**config.mk**
```make
export PLATFORM = sky130hd
export DESIGN_NAME = calib_ctrl
export DESIGN_NICKNAME = d
export VERILOG_FILES = /design/src/common/calib_ctrl_pkg.sv /design/src/rtl/calib_ctrl.sv
export SDC_FILE = /design/constraint.sdc
export NUM_CORES = 1
export LEC_CHECK = 0
export ABC_CLOCK_PERIOD_IN_PS = 3100
export CORE_ASPECT_RATIO = 0.7
export CORE_MARGIN = 5
export CORE_UTILIZATION = 60
export DETAILED_ROUTE_END_ITERATION = 12
export DONT_BUFFER_PORTS = 1
export PLACE_DENSITY = 0.76
export SYNTH_ARGS = -nofsm -noshare
export SYNTH_HDL_FRONTEND = slang
export SYNTH_SLANG_ARGS = --single-unit
```
**constraint.sdc**
```tcl
create_clock -name clk_sys_i -period 3.1 [get_ports clk_sys_i]
set_input_delay 0.62 -clock clk_sys_i [delete_from_list [all_inputs] [get_ports clk_sys_i]]
set_output_delay 0.62 -clock clk_sys_i [all_outputs]
set_load 0.005 [all_outputs]
```
**src/common/calib_ctrl_pkg.sv**
```systemverilog
package calib_ctrl_pkg;

  // Register byte addresses (printed offsets are not all multiples of four, so index * 4)
  localparam logic [7:0]  IDX_RUN_CONTROL  = 8'h61;
  localparam logic [7:0]  IDX_CONFIG_A     = 8'h62;
  localparam logic [7:0]  IDX_CONFIG_B     = 8'h65;
  localparam logic [7:0]  IDX_CALIB_STATUS = 8'h6A;
  localparam logic [11:0] ADDR_RUN_CONTROL  = {2'b00, IDX_RUN_CONTROL, 2'b00};
  localparam logic [11:0] ADDR_CONFIG_A     = {2'b00, IDX_CONFIG_A, 2'b00};
  localparam logic [11:0] ADDR_CONFIG_B     = {2'b00, IDX_CONFIG_B, 2'b00};
  localparam logic [11:0] ADDR_CALIB_STATUS = {2'b00, IDX_CALIB_STATUS, 2'b00};

  // Reset values
  localparam logic [7:0] RST_RUN_CONTROL = 8'h01;
  localparam logic [7:0] RST_CONFIG_A    = 8'h01;
  localparam logic [7:0] RST_CONFIG_B    = 8'h01;

  // Field positions
  localparam int BIT_CALIB_RUN     = 0;
  localparam int BIT_FG_ON         = 0;
  localparam int BIT_BG_ON         = 1;
  localparam int BIT_FG_OFFSET_ON  = 2;
  localparam int BIT_BG_OFFSET_ON  = 3;
  localparam int BIT_OFFSET_REF    = 2;
  localparam int BIT_FG_COMPLETE   = 0;

  // Timing: length of the value clear and of a foreground pass
  localparam int CLEAR_TIME_NS   = 100;
  localparam int FG_TIME_NS      = 1000;
  localparam int CLK_PERIOD_NS   = 10;
  localparam logic [15:0] CLEAR_CYCLES = 16'((CLEAR_TIME_NS + CLK_PERIOD_NS - 1) / CLK_PERIOD_NS);
  localparam logic [15:0] FG_CYCLES    = 16'((FG_TIME_NS + CLK_PERIOD_NS - 1) / CLK_PERIOD_NS);

  // Engine states
  typedef enum logic [4:0] {
    ST_HOLD  = 5'b0_0001,
    ST_CLEAR = 5'b0_0010,
    ST_FG    = 5'b0_0100,
    ST_BG    = 5'b0_1000,
    ST_IDLE  = 5'b1_0000
  } engine_state_e;

  // Configuration captured at release
  typedef struct packed {
    logic fg_on;
    logic bg_on;
    logic fg_offset_on;
    logic bg_offset_on;
    logic offset_ref_spare;
  } calib_cfg_s;

  // Engine control outputs
  typedef struct packed {
    logic engine_reset;
    logic divider_reset;
    logic clear_values;
    logic fg_active;
    logic fg_offset_active;
    logic bg_active;
    logic bg_offset_active;
    logic offset_ref_spare;
  } engine_ctrl_s;

endpackage

```
**src/rtl/calib_ctrl.sv**
```systemverilog
`timescale 1ns/1ps
// Operation
// Run bit high lets calibration run; low holds it in reset; resets to one.
// Run bit low also resets digital-block and serial-link clock dividers.
// Software clears run bit before changing hold-required calibration registers.
// Software sets run before link enable; clears link enable before run.
// Config A bit 3 enables background offset trim, only with background on.
// Config A bit 2 enables foreground offset trim, only with foreground on.
// Config A bit 1 enables background calibration; resets to zero.
// Always clear calibration values, then run foreground if bit 0 set.
// Offset reference zero targets mid-code; input must carry no offset.
// Offset reference one matches primaries to spare converter outputs.
// Software sets offset reference only while background calibration on.
// Reserved fields written with reset values; config B bits 1:0 are one.
// Foreground-complete flag rises once foreground finished or was skipped.
// Configuration sampled at run rising edge; later changes wait for re-release.
module calib_ctrl
  import calib_ctrl_pkg::*;
(
  // Clock and reset
  input  wire logic        clk_sys_i,
  input  wire logic        resetn_i,
  // APB slave
  input  wire logic        psel_i,
  input  wire logic        penable_i,
  input  wire logic        pwrite_i,
  input  wire logic [11:0] paddr_i,
  input  wire logic [31:0] pwdata_i,
  input  wire logic [3:0]  pstrb_i,
  output logic      [31:0] prdata_o,
  output logic             pready_o,
  output logic             pslverr_o,
  // Engine controls
  output engine_ctrl_s     engine_ctrl_o,
  output logic             fg_complete_o
);

  // All module state except the reset synchroniser pair in one record
  typedef struct packed {
    logic [7:0]    run_ctrl;
    logic [7:0]    cfg_a;
    logic [7:0]    cfg_b;
    calib_cfg_s    live_cfg;
    engine_state_e state;
    logic [15:0]   count;
    logic          fg_complete;
    logic          ready;
    logic          slverr;
    logic [31:0]   rdata;
    engine_ctrl_s  ctrl;
  } state_s;

  // Current and next copies of the record; reset synchroniser pair
  state_s state_reg;
  state_s state_next;
  logic   rst_meta_n;
  logic   rst_sync_n;

  // Reset release through two flops; assertion stays asynchronous
  always_ff @(posedge clk_sys_i or negedge resetn_i) begin
    if (!resetn_i) begin
      rst_meta_n <= 1'b0;
      rst_sync_n <= 1'b0;
    end else begin
      rst_meta_n <= 1'b1;
      rst_sync_n <= rst_meta_n;
    end
  end

  // Capture config fields from register images
  function automatic calib_cfg_s decode_cfg(input logic [7:0] a, input logic [7:0] b);
    calib_cfg_s c;
    c.fg_on            = a[BIT_FG_ON];
    c.bg_on            = a[BIT_BG_ON];
    // Trims gated by their parent enable
    c.fg_offset_on     = a[BIT_FG_OFFSET_ON] & a[BIT_FG_ON];
    c.bg_offset_on     = a[BIT_BG_OFFSET_ON] & a[BIT_BG_ON];
    c.offset_ref_spare = b[BIT_OFFSET_REF];
    return c;
  endfunction

  // Byte-lane merge of an 8-bit register
  function automatic logic [7:0] write_byte(input logic [7:0] old, input logic [31:0] wd, input logic [3:0] st);
    return st[0] ? wd[7:0] : old;
  endfunction

  // Terminal count test, shared by clear and foreground phases
  function automatic logic count_done(input logic [15:0] cnt);
    return cnt <= 16'h0001;
  endfunction

  // Down-count step, shared by clear and foreground phases
  function automatic logic [15:0] count_down(input logic [15:0] cnt);
    return cnt - 16'h0001;
  endfunction

  // Phase after foreground work: background if enabled, else idle
  function automatic engine_state_e after_fg(input calib_cfg_s cfg);
    return cfg.bg_on ? ST_BG : ST_IDLE;
  endfunction

  // Engine controls from the state being entered and the latched config
  function automatic engine_ctrl_s ctrl_for(input engine_state_e st, input calib_cfg_s cfg);
    engine_ctrl_s o;
    o.engine_reset     = (st == ST_HOLD);
    o.divider_reset    = (st == ST_HOLD);
    o.clear_values     = (st == ST_CLEAR);
    o.fg_active        = (st == ST_FG);
    o.fg_offset_active = (st == ST_FG) & cfg.fg_offset_on;
    o.bg_active        = (st == ST_BG);
    o.bg_offset_active = (st == ST_BG) & cfg.bg_offset_on;
    // Zero selects mid-code, one selects spare converter reference
    o.offset_ref_spare = cfg.offset_ref_spare;
    return o;
  endfunction

  // Access-phase strobe, blocked while the answer stands
  logic access;
  // Live copy of the run bit
  logic run_now;

  // Next-state logic for bus, engine and outputs
  always_comb begin
    state_next        = state_reg;
    access            = psel_i & penable_i & ~state_reg.ready;
    state_next.ready  = access;
    // Responses default to success; decode overrides
    state_next.slverr = 1'b0;
    // Bus decode; one wait state keeps pready registered
    if (access) begin
      if (paddr_i == ADDR_RUN_CONTROL) begin
        if (pwrite_i) state_next.run_ctrl = write_byte(state_reg.run_ctrl, pwdata_i, pstrb_i);
        state_next.rdata = {24'h00_0000, state_reg.run_ctrl};
      end else if (paddr_i == ADDR_CONFIG_A) begin
        if (pwrite_i) state_next.cfg_a = write_byte(state_reg.cfg_a, pwdata_i, pstrb_i);
        state_next.rdata = {24'h00_0000, state_reg.cfg_a};
      end else if (paddr_i == ADDR_CONFIG_B) begin
        if (pwrite_i) state_next.cfg_b = write_byte(state_reg.cfg_b, pwdata_i, pstrb_i);
        state_next.rdata = {24'h00_0000, state_reg.cfg_b};
      end else if (paddr_i == ADDR_CALIB_STATUS) begin
        // Only the foreground-complete bit exists; the rest read zero
        state_next.slverr = pwrite_i;  // Status is read-only
        state_next.rdata  = {31'h0000_0000, state_reg.fg_complete};
      end else begin
        state_next.slverr = 1'b1;
        state_next.rdata  = 32'h0000_0000;
      end
    end
    run_now = state_reg.run_ctrl[BIT_CALIB_RUN];
    // Engine sequencer
    case (state_reg.state)
      ST_HOLD: begin
        // Flag cleared while held so each release reports afresh
        state_next.fg_complete = 1'b0;
        if (run_now) begin
          // Sample settings only at release
          state_next.live_cfg = decode_cfg(state_reg.cfg_a, state_reg.cfg_b);
          state_next.count    = CLEAR_CYCLES;
          state_next.state    = ST_CLEAR;
        end
      end
      ST_CLEAR: begin
        // Values cleared regardless of foreground bit
        if (count_done(state_reg.count)) begin
          if (state_reg.live_cfg.fg_on) begin
            state_next.count = FG_CYCLES;
            state_next.state = ST_FG;
          end else begin
            state_next.fg_complete = 1'b1; // Skipped
            state_next.state       = after_fg(state_reg.live_cfg);
          end
        end else begin
          state_next.count = count_down(state_reg.count);
        end
      end
      ST_FG: begin
        // Foreground pass timed by a down-counter
        if (count_done(state_reg.count)) begin
          state_next.fg_complete = 1'b1;
          state_next.state       = after_fg(state_reg.live_cfg);
        end else begin
          state_next.count = count_down(state_reg.count);
        end
      end
      ST_BG: begin
        // Background work runs until the run bit falls
        state_next.state = ST_BG;
      end
      ST_IDLE: begin
        // Nothing left to run; wait for the next hold
        state_next.state = ST_IDLE;
      end
      default: state_next.state = ST_HOLD;
    endcase
    // Clearing the run bit forces hold from any state
    if (!run_now) state_next.state = ST_HOLD;
    // Registered engine controls follow the state being entered
    state_next.ctrl = ctrl_for(state_next.state, state_next.live_cfg);
  end

  // Single state register
  always_ff @(posedge clk_sys_i or negedge rst_sync_n) begin
    if (!rst_sync_n) begin
      // Registers come up at their reset values; engine held
      state_reg          <= '0;
      state_reg.run_ctrl <= RST_RUN_CONTROL;
      state_reg.cfg_a    <= RST_CONFIG_A;
      state_reg.cfg_b    <= RST_CONFIG_B;
      state_reg.state    <= ST_HOLD;
      state_reg.ctrl.engine_reset  <= 1'b1;
      state_reg.ctrl.divider_reset <= 1'b1;
    end else begin
      // Whole record advances every edge
      state_reg <= state_next;
    end
  end

  // Outputs straight from flops
  assign prdata_o      = state_reg.rdata;
  assign pready_o      = state_reg.ready;
  assign pslverr_o     = state_reg.slverr;
  assign engine_ctrl_o = state_reg.ctrl;
  assign fg_complete_o = state_reg.fg_complete;

endmodule
```
==> metrics <==
drt drc 0; met2 Usage GRT 0.300; Post-CTS Setup Bufs 0; antenna-violating nets left 0; first-pass GRT wire length 12000 um; Syn-to-layout area delta 3.26%; ant diodes 0; final worst-path cycle share 0.757; total CTS buffers 9; EDFF count, synth 0; Initial DRC Count 204; largest net degree at the start of global routing 68; LEAKAGE 0.00173 uW; most common cell after layout, fill and taps aside dfrtp_1; Seq/Total Area, Yosys 0.480; sequential share of power 0.513; most frequent cells in the layout dfrtp_1 (63), nand2_1 (41), mux2_2 (25), conb_1 (25), nor2_1 (19); CP max FO 9; CTS Buffer Depth 2; nets 397; critical path type reg2reg; Final Hold Vio Count 0; unrepaired setup endpoints after global routing no; status finished clean; WL final 7340 um; clock power share 0.463; # rows 23; Worst EP required 3.33 ns; RePlAce Congestion 0.908; PostCTS Resize Cnt 0; die width 103 um; Vias/cell 5.89; Gate power share 0.024; via count 2484; core area 0.00578 sq mm; Ys Warns 0; gr usage total 0.207; Power Dens Cells 474 mW/mm^2; GR Layer Usage met3 0.0667; H-tree depth 3; DR WL/cell 17.4 um; Sink Count 69; WHS 0.358 ns; synthesized area per cell 10.3 sq um; Die Ht 74.9 um; crit start category flip-flop; fin. max-slew vios 0; Hold Startpoint rst_meta_n; DP Wirelength 5080 um; share of layout cells above drive strength 1 0.193; Worst Max-Slew Pin Slew 0.813 ns; worst-path cell chain inv_1 > ha_1 > nor2_1 > or4_4 > o31a_1 > and3_1 > a211o_1; CTS root buf clkbuf_8; CP max stage cell or4_4; CTS clk-pin slew, worst paths 0.07 ns; Tmin final 2.35 ns; TritonCTS clock tree done; MaxCap Viol Count 0; worst r2r src state_reg[43]; Sw Pwr 381 uW; starting density of the core 0.624; VDD IR-drop max 0.299 mV; ys async rst share 1.00; critical path launch point state_reg[43]; data arrival time of the critical path 2.58 ns; register bit total from synthesis 69; type of the tightest min-delay check reg2reg; Pre-Repair DR Iteration Count 4; setup TNS 0 ns; Sw Share 0.216; number of buffers added on ports 0; Setup Skew 0.00689 ns; Max transition margin 0.458; GRT busiest layer met2; met1 Use GR 0.297; max reg flops 48; maximum clock rate 426 MHz; grt ovf 0; vias in the first global route 2384; count of cell types in the netlist 57; I/O Pins 96; cells after synthesis 350; # setup viols final 0; synthesized cell area 0.00361 sq mm; Max stage delay on crit path 0.46 ns; clk_lat worst skew 0.35 ns; Crit. End Element flip-flop; die area 0.00770 sq mm; internal power 1390 uW; Main synth FF type dfrtp_1; initial antenna violation count 0
## cells in the mapped netlist (2+ instances only)
cell type | n | area [sq um]
dfrtp_1 | 64 | 1600
buf_4 | 41 | 308
nand2_1 | 41 | 154
mux2_2 | 25 | 282
nor2_1 | 19 | 71.3
a21oi_1 | 16 | 80.1
o21ai_0 | 16 | 80.1
mux2i_1 | 9 | 90.1
inv_1 | 8 | 30.0
nor3_1 | 8 | 40.0
a2bb2oi_1 | 7 | 61.3
nand3_1 | 7 | 35.0
o31ai_1 | 6 | 45.0
a31oi_1 | 5 | 31.3
and3_1 | 5 | 31.3
dfstp_2 | 5 | 131
or3_1 | 5 | 31.3
buf_2 | 4 | 20.0
clkbuf_1 | 4 | 15.0
nand3b_1 | 4 | 30.0
nor2b_1 | 3 | 18.8
nor3b_1 | 3 | 22.5
xnor2_1 | 3 | 26.3
a211o_1 | 2 | 17.5
a211oi_1 | 2 | 15.0
a21bo_2 | 2 | 20.0
conb_1 | 2 | 7.51
ha_1 | 2 | 25.0
nand2_2 | 2 | 12.5
nand4_1 | 2 | 12.5
o221ai_1 | 2 | 17.5
## final cells by class
cell class | count | area, sq um
fillers | 477 | 2050
repair buffers | 7 | 55.1
multi-input cells | 247 | 1590
well taps | 75 | 93.8
clock inverters | 6 | 86.3
clock buffers | 10 | 138
inverters | 8 | 30.0
flip-flops and latches | 69 | 1730
## path summary, 6_finish.rpt
kind	endpoint	slack (ns)	cells after the start
setup / recovery	state_reg[58]	0.75	7
hold / removal	rst_sync_n	0.36	0
setup reg to reg	state_reg[58]	0.75	7
hold reg to reg	rst_sync_n	0.36	0
max in group asynchronous	prdata_o[7]	2.13	1
min in group asynchronous	state_reg[43]	0.45	1
## routing by layer
layer  vias up  part of all wire
met5         -                 0
met1      1212              0.47
met2        98              0.43
met3         6             0.091
met4         0            0.0080
li1       1168                 -
## kinds of logic after synthesis
group,Yosys count,synth area share
compound gates,68,0.125
xor+xnor,3,0.00728
fa+ha+maj,2,0.00693
buf+inv,57,0.103
flops,69,0.480
mux,34,0.103
other cells,2,0.00208
simple gates,115,0.173
## worst max-delay path, delay by kind of cell, from the launching register on
kind	cells	cell delay (ns)
compound gates	2	0.69
fa+ha+maj	1	0.22
buf+inv	1	0.09
flops	1	0.45
simple gates	3	0.78
## power groups by stage
stage	combinational, uW	clock (uW)	sequential, uW
after floorplan	44.1	0	937
after global placement	40.2	0	925
after detailed placement	40.5	0	925
after CTS	42.1	830	908
after global routing	49.4	876	908
final	41.6	819	908
## stage by stage
| step | setup WS [ns] | area [sq um] | power, uW | util | instances |
|---|---|---|---|---|---|
| 3_5_place_dp | 0.696 | 3500 | 966 | 0.604 | 405 |
| 3_3_place_gp | 0.725 | 3500 | 965 | 0.604 | 405 |
| 6_report | 0.752 | 3730 | 1770 | 0.645 | 422 |
| 4_1_cts | 0.754 | 3730 | 1780 | 0.645 | 422 |
| 2_1_floorplan | 1.01 | 3700 | 981 | - | 373 |
| 5_1_grt | 0.651 | 3730 | 1830 | 0.645 | 422 |
## timing repair
item,4_1_cts,5_1_grt
hold endpoints to repair,2,0
endpoints found under the setup margin,0,0
hold buffers,1,0
Note: power is estimated with default switching activity, not from simulation.
